==> src/regulator_ctrl_map.svh <==
`ifndef REGULATOR_CTRL_MAP_SVH
`define REGULATOR_CTRL_MAP_SVH

// ----------------------------------------
// register offsets (byte addresses)
// ----------------------------------------
`define REG_CTRL_OFFSET 12'h000
`define REG_SRC_OFFSET 12'h004

// ----------------------------------------
// field positions
// ----------------------------------------
`define REG_OFF_BIT 7
`define REG_VBUS_STAT_BIT 6
`define REG_VBUS_POL_BIT 5
`define REG_LOWPWR_BIT 4
`define REG_VBUS_IEN_BIT 0
`define REG_USB_RST_SRC_BIT 1

// ----------------------------------------
// reset values
// ----------------------------------------
`define REG_CTRL_RESET 8'h00
`define REG_SRC_RESET 2'h0

// ----------------------------------------
// per-field reset values
// ----------------------------------------
`define REG_OFF_RESET 1'b0
`define REG_POL_RESET 1'b0
`define REG_LOWPWR_RESET 1'b0
`define REG_VBUS_IEN_RESET 1'b0
`define REG_USB_RST_SRC_RESET 1'b0
`define REG_SYNC_IDLE 1'b0

`endif

==> src/regulator_ctrl_pkg.sv <==
package regulator_ctrl_pkg;

  typedef struct packed {
    logic psel;
    logic penable;
    logic pwrite;
    logic [11:0] paddr;
    logic [31:0] pwdata;
  } apb_req_t;

  typedef struct packed {
    logic pready;
    logic pslverr;
    logic [31:0] prdata;
  } apb_rsp_t;

  typedef struct packed {
    logic regulator_off;
    logic low_power;
  } regulator_drive_t;

endpackage

==> src/regulator_ctrl_vbus_detect.sv <==
// The APB slave port and the placing of the registers are this design's own decisions.
`timescale 1ns/100ps
`include "regulator_ctrl_map.svh"

// Function
// RULE1 - software switches the supply regulator on or off with one control bit
// RULE2 - low-power select bit puts the regulator in suspend low-power mode
// RULE3 - status bit shows the live bus-power level, not latched
// RULE4 - enabled interrupt asserts while bus power equals chosen polarity
// RULE5 - interrupt is level-sensitive with no pending flag to clear
// RULE6 - usb reset source enabled gives system reset while bus power matches polarity
// RULE7 - regulator off is control bit 7; 1 disables, 0 enables
// RULE8 - bus-power status is read-only bit 6, 1 when present
// RULE9 - polarity select is bit 5; 0 active low, 1 active high
// RULE10 - low-power select is bit 4; all fields reset to zero
// RULE11 - bus-power input is synchronised before status, interrupt and reset use
module regulator_ctrl_vbus_detect (
  input wire logic clk_sys_in,
  input wire logic rst_in,
  input wire regulator_ctrl_pkg::apb_req_t apb_req_in,
  output regulator_ctrl_pkg::apb_rsp_t apb_rsp_out,
  input wire logic bus_power_in,
  output regulator_ctrl_pkg::regulator_drive_t regulator_out,
  output logic bus_power_irq_out,
  output logic usb_reset_req_out
);
  import regulator_ctrl_pkg::*;

  // ----------------------------------------
  // synchroniser state
  // ----------------------------------------
  logic vbus_meta_q;
  logic vbus_sync_q;
  logic level_match;

  // ----------------------------------------
  // control and source fields
  // ----------------------------------------
  logic off_q;
  logic polarity_q;
  logic low_power_q;
  logic irq_en_q;
  logic rst_src_en_q;

  // ----------------------------------------
  // bus decode nets
  // ----------------------------------------
  logic setup_phase;
  logic access_phase;
  logic ctrl_sel;
  logic src_sel;
  logic known_addr;
  logic wr_ctrl;
  logic wr_src;
  logic rd_capture;
  logic [7:0] ctrl_view;
  logic [1:0] src_view;
  logic [31:0] rdata_d;

  // ----------------------------------------
  // write data fields
  // ----------------------------------------
  logic wdata_off;
  logic wdata_polarity;
  logic wdata_low_power;
  logic wdata_irq_en;
  logic wdata_rst_src_en;

  // ----------------------------------------
  // response and output registers
  // ----------------------------------------
  logic pready_d;
  logic pslverr_d;
  logic pready_q;
  logic pslverr_q;
  logic [31:0] prdata_q;
  logic regulator_off_q;
  logic low_power_out_q;
  logic irq_q;
  logic rst_req_q;

  // ----------------------------------------
  // helper functions
  // ----------------------------------------
  function automatic logic addr_hit(input logic [11:0] a, input logic [11:0] off);
    addr_hit = (a == off);
  endfunction

  function automatic logic level_matches(input logic level, input logic polarity);
    level_matches = (level == polarity);
  endfunction

  function automatic logic request_gate(input logic enable, input logic hit);
    request_gate = enable && hit;
  endfunction

  function automatic logic [7:0] pack_ctrl(input logic off, input logic status, input logic polarity,
    input logic low_power);
    pack_ctrl = `REG_CTRL_RESET;
    pack_ctrl[`REG_OFF_BIT] = off;
    pack_ctrl[`REG_VBUS_STAT_BIT] = status;
    pack_ctrl[`REG_VBUS_POL_BIT] = polarity;
    pack_ctrl[`REG_LOWPWR_BIT] = low_power;
  endfunction

  function automatic logic [1:0] pack_src(input logic irq_en, input logic rst_en);
    pack_src = `REG_SRC_RESET;
    pack_src[`REG_VBUS_IEN_BIT] = irq_en;
    pack_src[`REG_USB_RST_SRC_BIT] = rst_en;
  endfunction

  function automatic logic [31:0] widen_ctrl(input logic [7:0] v);
    widen_ctrl = {24'h0, v};
  endfunction

  function automatic logic [31:0] widen_src(input logic [1:0] v);
    widen_src = {30'h0, v};
  endfunction

  // ----------------------------------------
  // bus-power synchroniser
  // ----------------------------------------
  always_ff @(posedge clk_sys_in) begin
    if (rst_in) begin
      vbus_meta_q <= `REG_SYNC_IDLE;
    end else begin
      vbus_meta_q <= bus_power_in; // RULE11
    end
  end

  always_ff @(posedge clk_sys_in) begin
    if (rst_in) begin
      vbus_sync_q <= `REG_SYNC_IDLE;
    end else begin
      vbus_sync_q <= vbus_meta_q; // RULE11
    end
  end

  assign level_match = level_matches(vbus_sync_q, polarity_q); // RULE4 RULE9

  // ----------------------------------------
  // apb decode
  // ----------------------------------------
  assign setup_phase = apb_req_in.psel && !apb_req_in.penable;
  assign access_phase = apb_req_in.psel && apb_req_in.penable;
  assign ctrl_sel = addr_hit(apb_req_in.paddr, `REG_CTRL_OFFSET);
  assign src_sel = addr_hit(apb_req_in.paddr, `REG_SRC_OFFSET);
  assign known_addr = ctrl_sel || src_sel;
  assign wr_ctrl = access_phase && apb_req_in.pwrite && ctrl_sel;
  assign wr_src = access_phase && apb_req_in.pwrite && src_sel;
  assign rd_capture = setup_phase && !apb_req_in.pwrite;
  assign ctrl_view = pack_ctrl(off_q, vbus_sync_q, polarity_q, low_power_q); // RULE3 RULE8
  assign src_view = pack_src(irq_en_q, rst_src_en_q);

  // ----------------------------------------
  // write data extraction
  // ----------------------------------------
  assign wdata_off = apb_req_in.pwdata[`REG_OFF_BIT];
  assign wdata_polarity = apb_req_in.pwdata[`REG_VBUS_POL_BIT];
  assign wdata_low_power = apb_req_in.pwdata[`REG_LOWPWR_BIT];
  assign wdata_irq_en = apb_req_in.pwdata[`REG_VBUS_IEN_BIT];
  assign wdata_rst_src_en = apb_req_in.pwdata[`REG_USB_RST_SRC_BIT];

  // ----------------------------------------
  // read data mux
  // ----------------------------------------
  always_comb begin
    rdata_d = 32'h0000_0000;
    if (ctrl_sel) begin
      rdata_d = widen_ctrl(ctrl_view);
    end else if (src_sel) begin
      rdata_d = widen_src(src_view);
    end
  end

  // ----------------------------------------
  // regulator off field
  // ----------------------------------------
  always_ff @(posedge clk_sys_in) begin
    if (rst_in) begin
      off_q <= `REG_OFF_RESET; // RULE10
    end else if (wr_ctrl) begin
      off_q <= wdata_off; // RULE1 RULE7
    end
  end

  // ----------------------------------------
  // polarity field
  // ----------------------------------------
  always_ff @(posedge clk_sys_in) begin
    if (rst_in) begin
      polarity_q <= `REG_POL_RESET; // RULE10
    end else if (wr_ctrl) begin
      polarity_q <= wdata_polarity; // RULE9
    end
  end

  // ----------------------------------------
  // low-power field
  // ----------------------------------------
  always_ff @(posedge clk_sys_in) begin
    if (rst_in) begin
      low_power_q <= `REG_LOWPWR_RESET; // RULE10
    end else if (wr_ctrl) begin
      low_power_q <= wdata_low_power; // RULE2 RULE10
    end
  end

  // ----------------------------------------
  // interrupt enable field
  // ----------------------------------------
  always_ff @(posedge clk_sys_in) begin
    if (rst_in) begin
      irq_en_q <= `REG_VBUS_IEN_RESET;
    end else if (wr_src) begin
      irq_en_q <= wdata_irq_en; // RULE4
    end
  end

  // ----------------------------------------
  // usb reset source field
  // ----------------------------------------
  always_ff @(posedge clk_sys_in) begin
    if (rst_in) begin
      rst_src_en_q <= `REG_USB_RST_SRC_RESET;
    end else if (wr_src) begin
      rst_src_en_q <= wdata_rst_src_en; // RULE6
    end
  end

  // ----------------------------------------
  // apb response, registered from the setup phase, no wait state
  // ----------------------------------------
  assign pready_d = setup_phase;
  assign pslverr_d = setup_phase && !known_addr;

  always_ff @(posedge clk_sys_in) begin
    if (rst_in) begin
      pready_q <= 1'b0;
    end else begin
      pready_q <= pready_d;
    end
  end

  always_ff @(posedge clk_sys_in) begin
    if (rst_in) begin
      pslverr_q <= 1'b0;
    end else begin
      pslverr_q <= pslverr_d;
    end
  end

  always_ff @(posedge clk_sys_in) begin
    if (rst_in) begin
      prdata_q <= 32'h0000_0000;
    end else if (rd_capture) begin
      prdata_q <= rdata_d;
    end
  end

  // ----------------------------------------
  // regulator drive
  // ----------------------------------------
  always_ff @(posedge clk_sys_in) begin
    if (rst_in) begin
      regulator_off_q <= `REG_OFF_RESET;
    end else begin
      regulator_off_q <= off_q; // RULE1 RULE7
    end
  end

  always_ff @(posedge clk_sys_in) begin
    if (rst_in) begin
      low_power_out_q <= `REG_LOWPWR_RESET;
    end else begin
      low_power_out_q <= low_power_q; // RULE2
    end
  end

  // ----------------------------------------
  // bus-power interrupt request
  // ----------------------------------------
  always_ff @(posedge clk_sys_in) begin
    if (rst_in) begin
      irq_q <= 1'b0;
    end else begin
      irq_q <= request_gate(irq_en_q, level_match); // RULE4 RULE5
    end
  end

  // ----------------------------------------
  // usb reset request
  // ----------------------------------------
  always_ff @(posedge clk_sys_in) begin
    if (rst_in) begin
      rst_req_q <= 1'b0;
    end else begin
      rst_req_q <= request_gate(rst_src_en_q, level_match); // RULE6
    end
  end

  // ----------------------------------------
  // port drive
  // ----------------------------------------
  assign apb_rsp_out = '{pready: pready_q, pslverr: pslverr_q, prdata: prdata_q};
  assign regulator_out = '{regulator_off: regulator_off_q, low_power: low_power_out_q};
  assign bus_power_irq_out = irq_q;
  assign usb_reset_req_out = rst_req_q;

endmodule

==> config.mk <==
export PLATFORM = sky130hd
export DESIGN_NAME = regulator_ctrl_vbus_detect
export DESIGN_NICKNAME = d
export VERILOG_FILES = /design/src/regulator_ctrl_pkg.sv /design/src/regulator_ctrl_vbus_detect.sv
export VERILOG_INCLUDE_DIRS = /design/src
export SDC_FILE = /design/constraint.sdc
export NUM_CORES = 1
export LEC_CHECK = 0
export BUFFER_PORTS_ARGS = -buffer_cell sky130_fd_sc_hd__buf_2
export CAP_MARGIN = 30
export CORE_MARGIN = 2
export CORE_UTILIZATION = 39
export DETAILED_ROUTE_END_ITERATION = 8
export GPL_ROUTABILITY_DRIVEN = 0
export PLACE_DENSITY = 0.86
export SYNTH_ARGS = -nofsm -noshare
export SYNTH_HDL_FRONTEND = slang
export SYNTH_SLANG_ARGS = --single-unit
export TNS_END_PERCENT = 20
==> constraint.sdc <==
create_clock -name clk_sys_in -period 2.4 [get_ports clk_sys_in]
set_input_delay 0.48 -clock clk_sys_in [delete_from_list [all_inputs] [get_ports clk_sys_in]]
set_output_delay 0.48 -clock clk_sys_in [all_outputs]
set_load 0.02 [all_outputs]
==> run_results.csv <==
group,metric,value,unit
cts,clkTransAtPathRegs,110,ps
cts,cts_sinks,19,
critical_path,critPathArrivalTime,1890,ps
detailed_routing,via_per_inst,4.30,
logic_synthesis,syn_area,957,um^2
cells_and_area,drive_gt1_share,35.7,%
critical_path,rr_worst_depth,2,
sta,skew,9.33,ps
sta,setup_viol,0,
die,start_util,42.1,%
logic_synthesis,yosysTopAreaCell,"dfxtp_1",
pwr,clockPowerShare,28.3,%
pwr,pwr-share-seq,57.5,%
logic_synthesis,yosys_warnings,0,
die,die_width,53.5,um
detailed_routing,drt-initial-drc-count,3,
cts,cts-root-buf,"clkbuf_4",
critical_path,cp_num_cells,4,
detailed_routing,wl,1590,um
detailed_routing,met1Wirelength,592,um
cts,cts_buffers,3,
cts,cts_hold_buf,0,
die,dieArea,2870,um^2
detailed_routing,route.vias.total,662,
global_route,grt_pass1_wl,2510,um
critical_path,startpoint_type,"input port",
critical_path,crit_top_cell,"or4_4",
global_route,grt_max_degree,16,
pwr,switchingPower,151,uW
status,outcome,"completed",
sta,maxSlewViolCount,0,
critical_path,cp_top_family,"simple AND/OR/NAND/NOR gates",
critical_path,max_stage_delay,570,ps
cts,cts_max_level,1,
cells_and_area,antenna_cells,0,
logic_synthesis,syn_area_per_cell,10.2,um^2
detailed_routing,dr_wl_met3,160,um
critical_path,critical_path_required,2630,ps
die,ios,88,
sta,min_period_over_period,69.1,%
detailed_routing,postRouteAntennaNets,0,
hold_path,min_path_type,"input port to flop",
cts,cts_resized,0,
global_route,grt_pass1_vias,585,
cells_and_area,synthToLayoutAreaGrowth,10.2,%
detailed_routing,post_drt_wl_per_cell,10.3,um
critical_path,cp_max_fo,5,
detailed_routing,routed.top_layer,"met4",
cts,cts_tree,"built",
placement,dpl.hpwl,1340,um
critical_path,crit_type,"input port to flop",
detailed_routing,drtPass1Iterations,4,
detailed_routing,wl_met2,820,um
cts,cts_buffer_depth,2,
sta,grt_setup_unrepaired,"no",
cells_and_area,final_common_cell,"buf_2",
pwr,power.leakage,0.000515,uW
global_route,grt-ovfl-total,0,
placement,port_buffers,34,
global_route,grt.total_usage,12.1,%
logic_synthesis,synthTopCellsByArea,"dfxtp_1, buf_4, nand2b_1",
cts,postCtsSetupBuffers,0,
global_route,antenna_found_initial,0,
cells_and_area,fin_nets,177,
logic_synthesis,syn_inst,94,
critical_path,critPathCaptureType,"flop",
pwr,ir_worst_vdd,338,uV
critical_path,path_cells,"buf_2 > or4_4 > or4_4 > o2bb2ai_1",
die,core,2280,um^2
hold_path,hold_depth,2,
die,die_y,53.5,um
pwr,power_density,525,nW/um^2
sta,fmax,603,MHz
pwr,p_comb_share,14.1,%
logic_synthesis,synth_top_area_share,39.7,%
die,rows,17,
logic_synthesis,ys_seq_elements,19,
critical_path,slowest_stage,"or4_4",
logic_synthesis,synth.distinct_cells,21,
critical_path,cp_num_buf_inv,1,
sta,min_period,1660,ps
pwr,swShare,27.3,%
sta,tns,0,ps
detailed_routing,drcViolationCount,0,
pwr,internal_power,403,uW
cts,clk_latency,300,ps
logic_synthesis,yosysSeqAreaShare,39.7,%
flow_run,max_cap_violations,0,
cells_and_area,fin_util,46.3,%
sta,hold_viol_final,0,
cells_and_area,mostFrequentLayoutCells,"buf_2, conb_1, dfxtp_1, nand2b_1, o2bb2ai_1",
## power groups by stage
stage                     logic, uW  clock network (uW)  registers (uW)
after floorplan                88.7                   0             326
final                          78.3                 157             319
after global placement         75.7                   0             326
after CTS                      77.8                 167             319
after detailed placement       77.8                   0             326
after global routing           86.2                 181             319
## sequential cells by signal (all words and copies together), names as in the netlist
| name | flops |
|---|---|
| prdata_q | 6 |
| bus_power_irq_out | 1 |
| irq_en_q | 1 |
| low_power_out_q | 1 |
| low_power_q | 1 |
| off_q | 1 |
| polarity_q | 1 |
| pready_q | 1 |
| pslverr_q | 1 |
| regulator_off_q | 1 |
| rst_src_en_q | 1 |
| usb_reset_req_out | 1 |
| vbus_meta_q | 1 |
| vbus_sync_q | 1 |
## synthesized netlist by cell type
library cell / n
or3b_1: 1
nor2_1: 2
o31a_2: 1
nor3b_1: 1
nor4_2: 1
nand2b_1: 11
or4b_2: 1
inv_1: 2
nor4_4: 1
xor2_1: 1
mux2i_1: 5
conb_1: 1
nand3_1: 1
or3_1: 1
clkbuf_1: 1
or4_4: 3
nor2b_1: 3
or4_1: 2
o2bb2ai_1: 6
dfxtp_1: 19
buf_4: 30
## worst reg2reg max path, stage by stage, from the launching register on
cell and delay, ps:
dfxtp_1 360, xor2_1 200, nor2_1 60
## cell type report
type                       instances  area, um^2
clock buffer                       3        22.5
tap                               28        35.0
timing repair buffer              34         170
clock inverter                     1        5.00
fill                             235        1220
sequential                        19         380
multi-input combinational         67         434
inverter                           2        7.51
## kinds of logic (layout without fill, tap and decap cells)
logic type | Yosys count | in the layout | synth area share, %
AOI/OAI and AO/OA | 7 | 7 | 6.54
DFF | 19 | 19 | 39.7
buffers and inverters | 33 | 40 | 24.7
other | 1 | 26 | 0.392
and+or+nand+nor | 28 | 28 | 22.5
muxes | 5 | 5 | 5.23
xor gates and xnor gates | 1 | 1 | 0.915
## path summary, 6_finish.rpt
check                                             start                            to  slack (ps)
worst max register to register  polarity_q$_SDFFE_PP0P_  usb_reset_req_out$_SDFF_PP0_        1660
worst min-delay path                       bus_power_in        vbus_meta_q$_SDFF_PP0_         380
worst min register to register   vbus_meta_q$_SDFF_PP0_        vbus_sync_q$_SDFF_PP0_         460
worst max-delay path                     apb_req_in[33]      prdata_q[4]$_SDFFE_PP0P_         740
## metrics by stage
stage	hold slack (ps)	std cells	cell area (um^2)	power, uW	worst slack [ps]
2_1_floorplan	414	119	1050	415	612
3_3_place_gp	424	150	1030	402	465
3_5_place_dp	441	150	1030	404	431
4_1_cts	367	154	1050	564	747
5_1_grt	369	154	1050	587	719
6_report	381	154	1050	554	741
## routing by layer
layer / up-vias / global-route usage (%)
li1: 326 / -
met1: 298 / 13.1
met2: 35 / 21.2
met3: 3 / 5.00
met4: 0 / 3.85
met5: - / 0
Note: power is estimated with default switching activity, not from simulation.
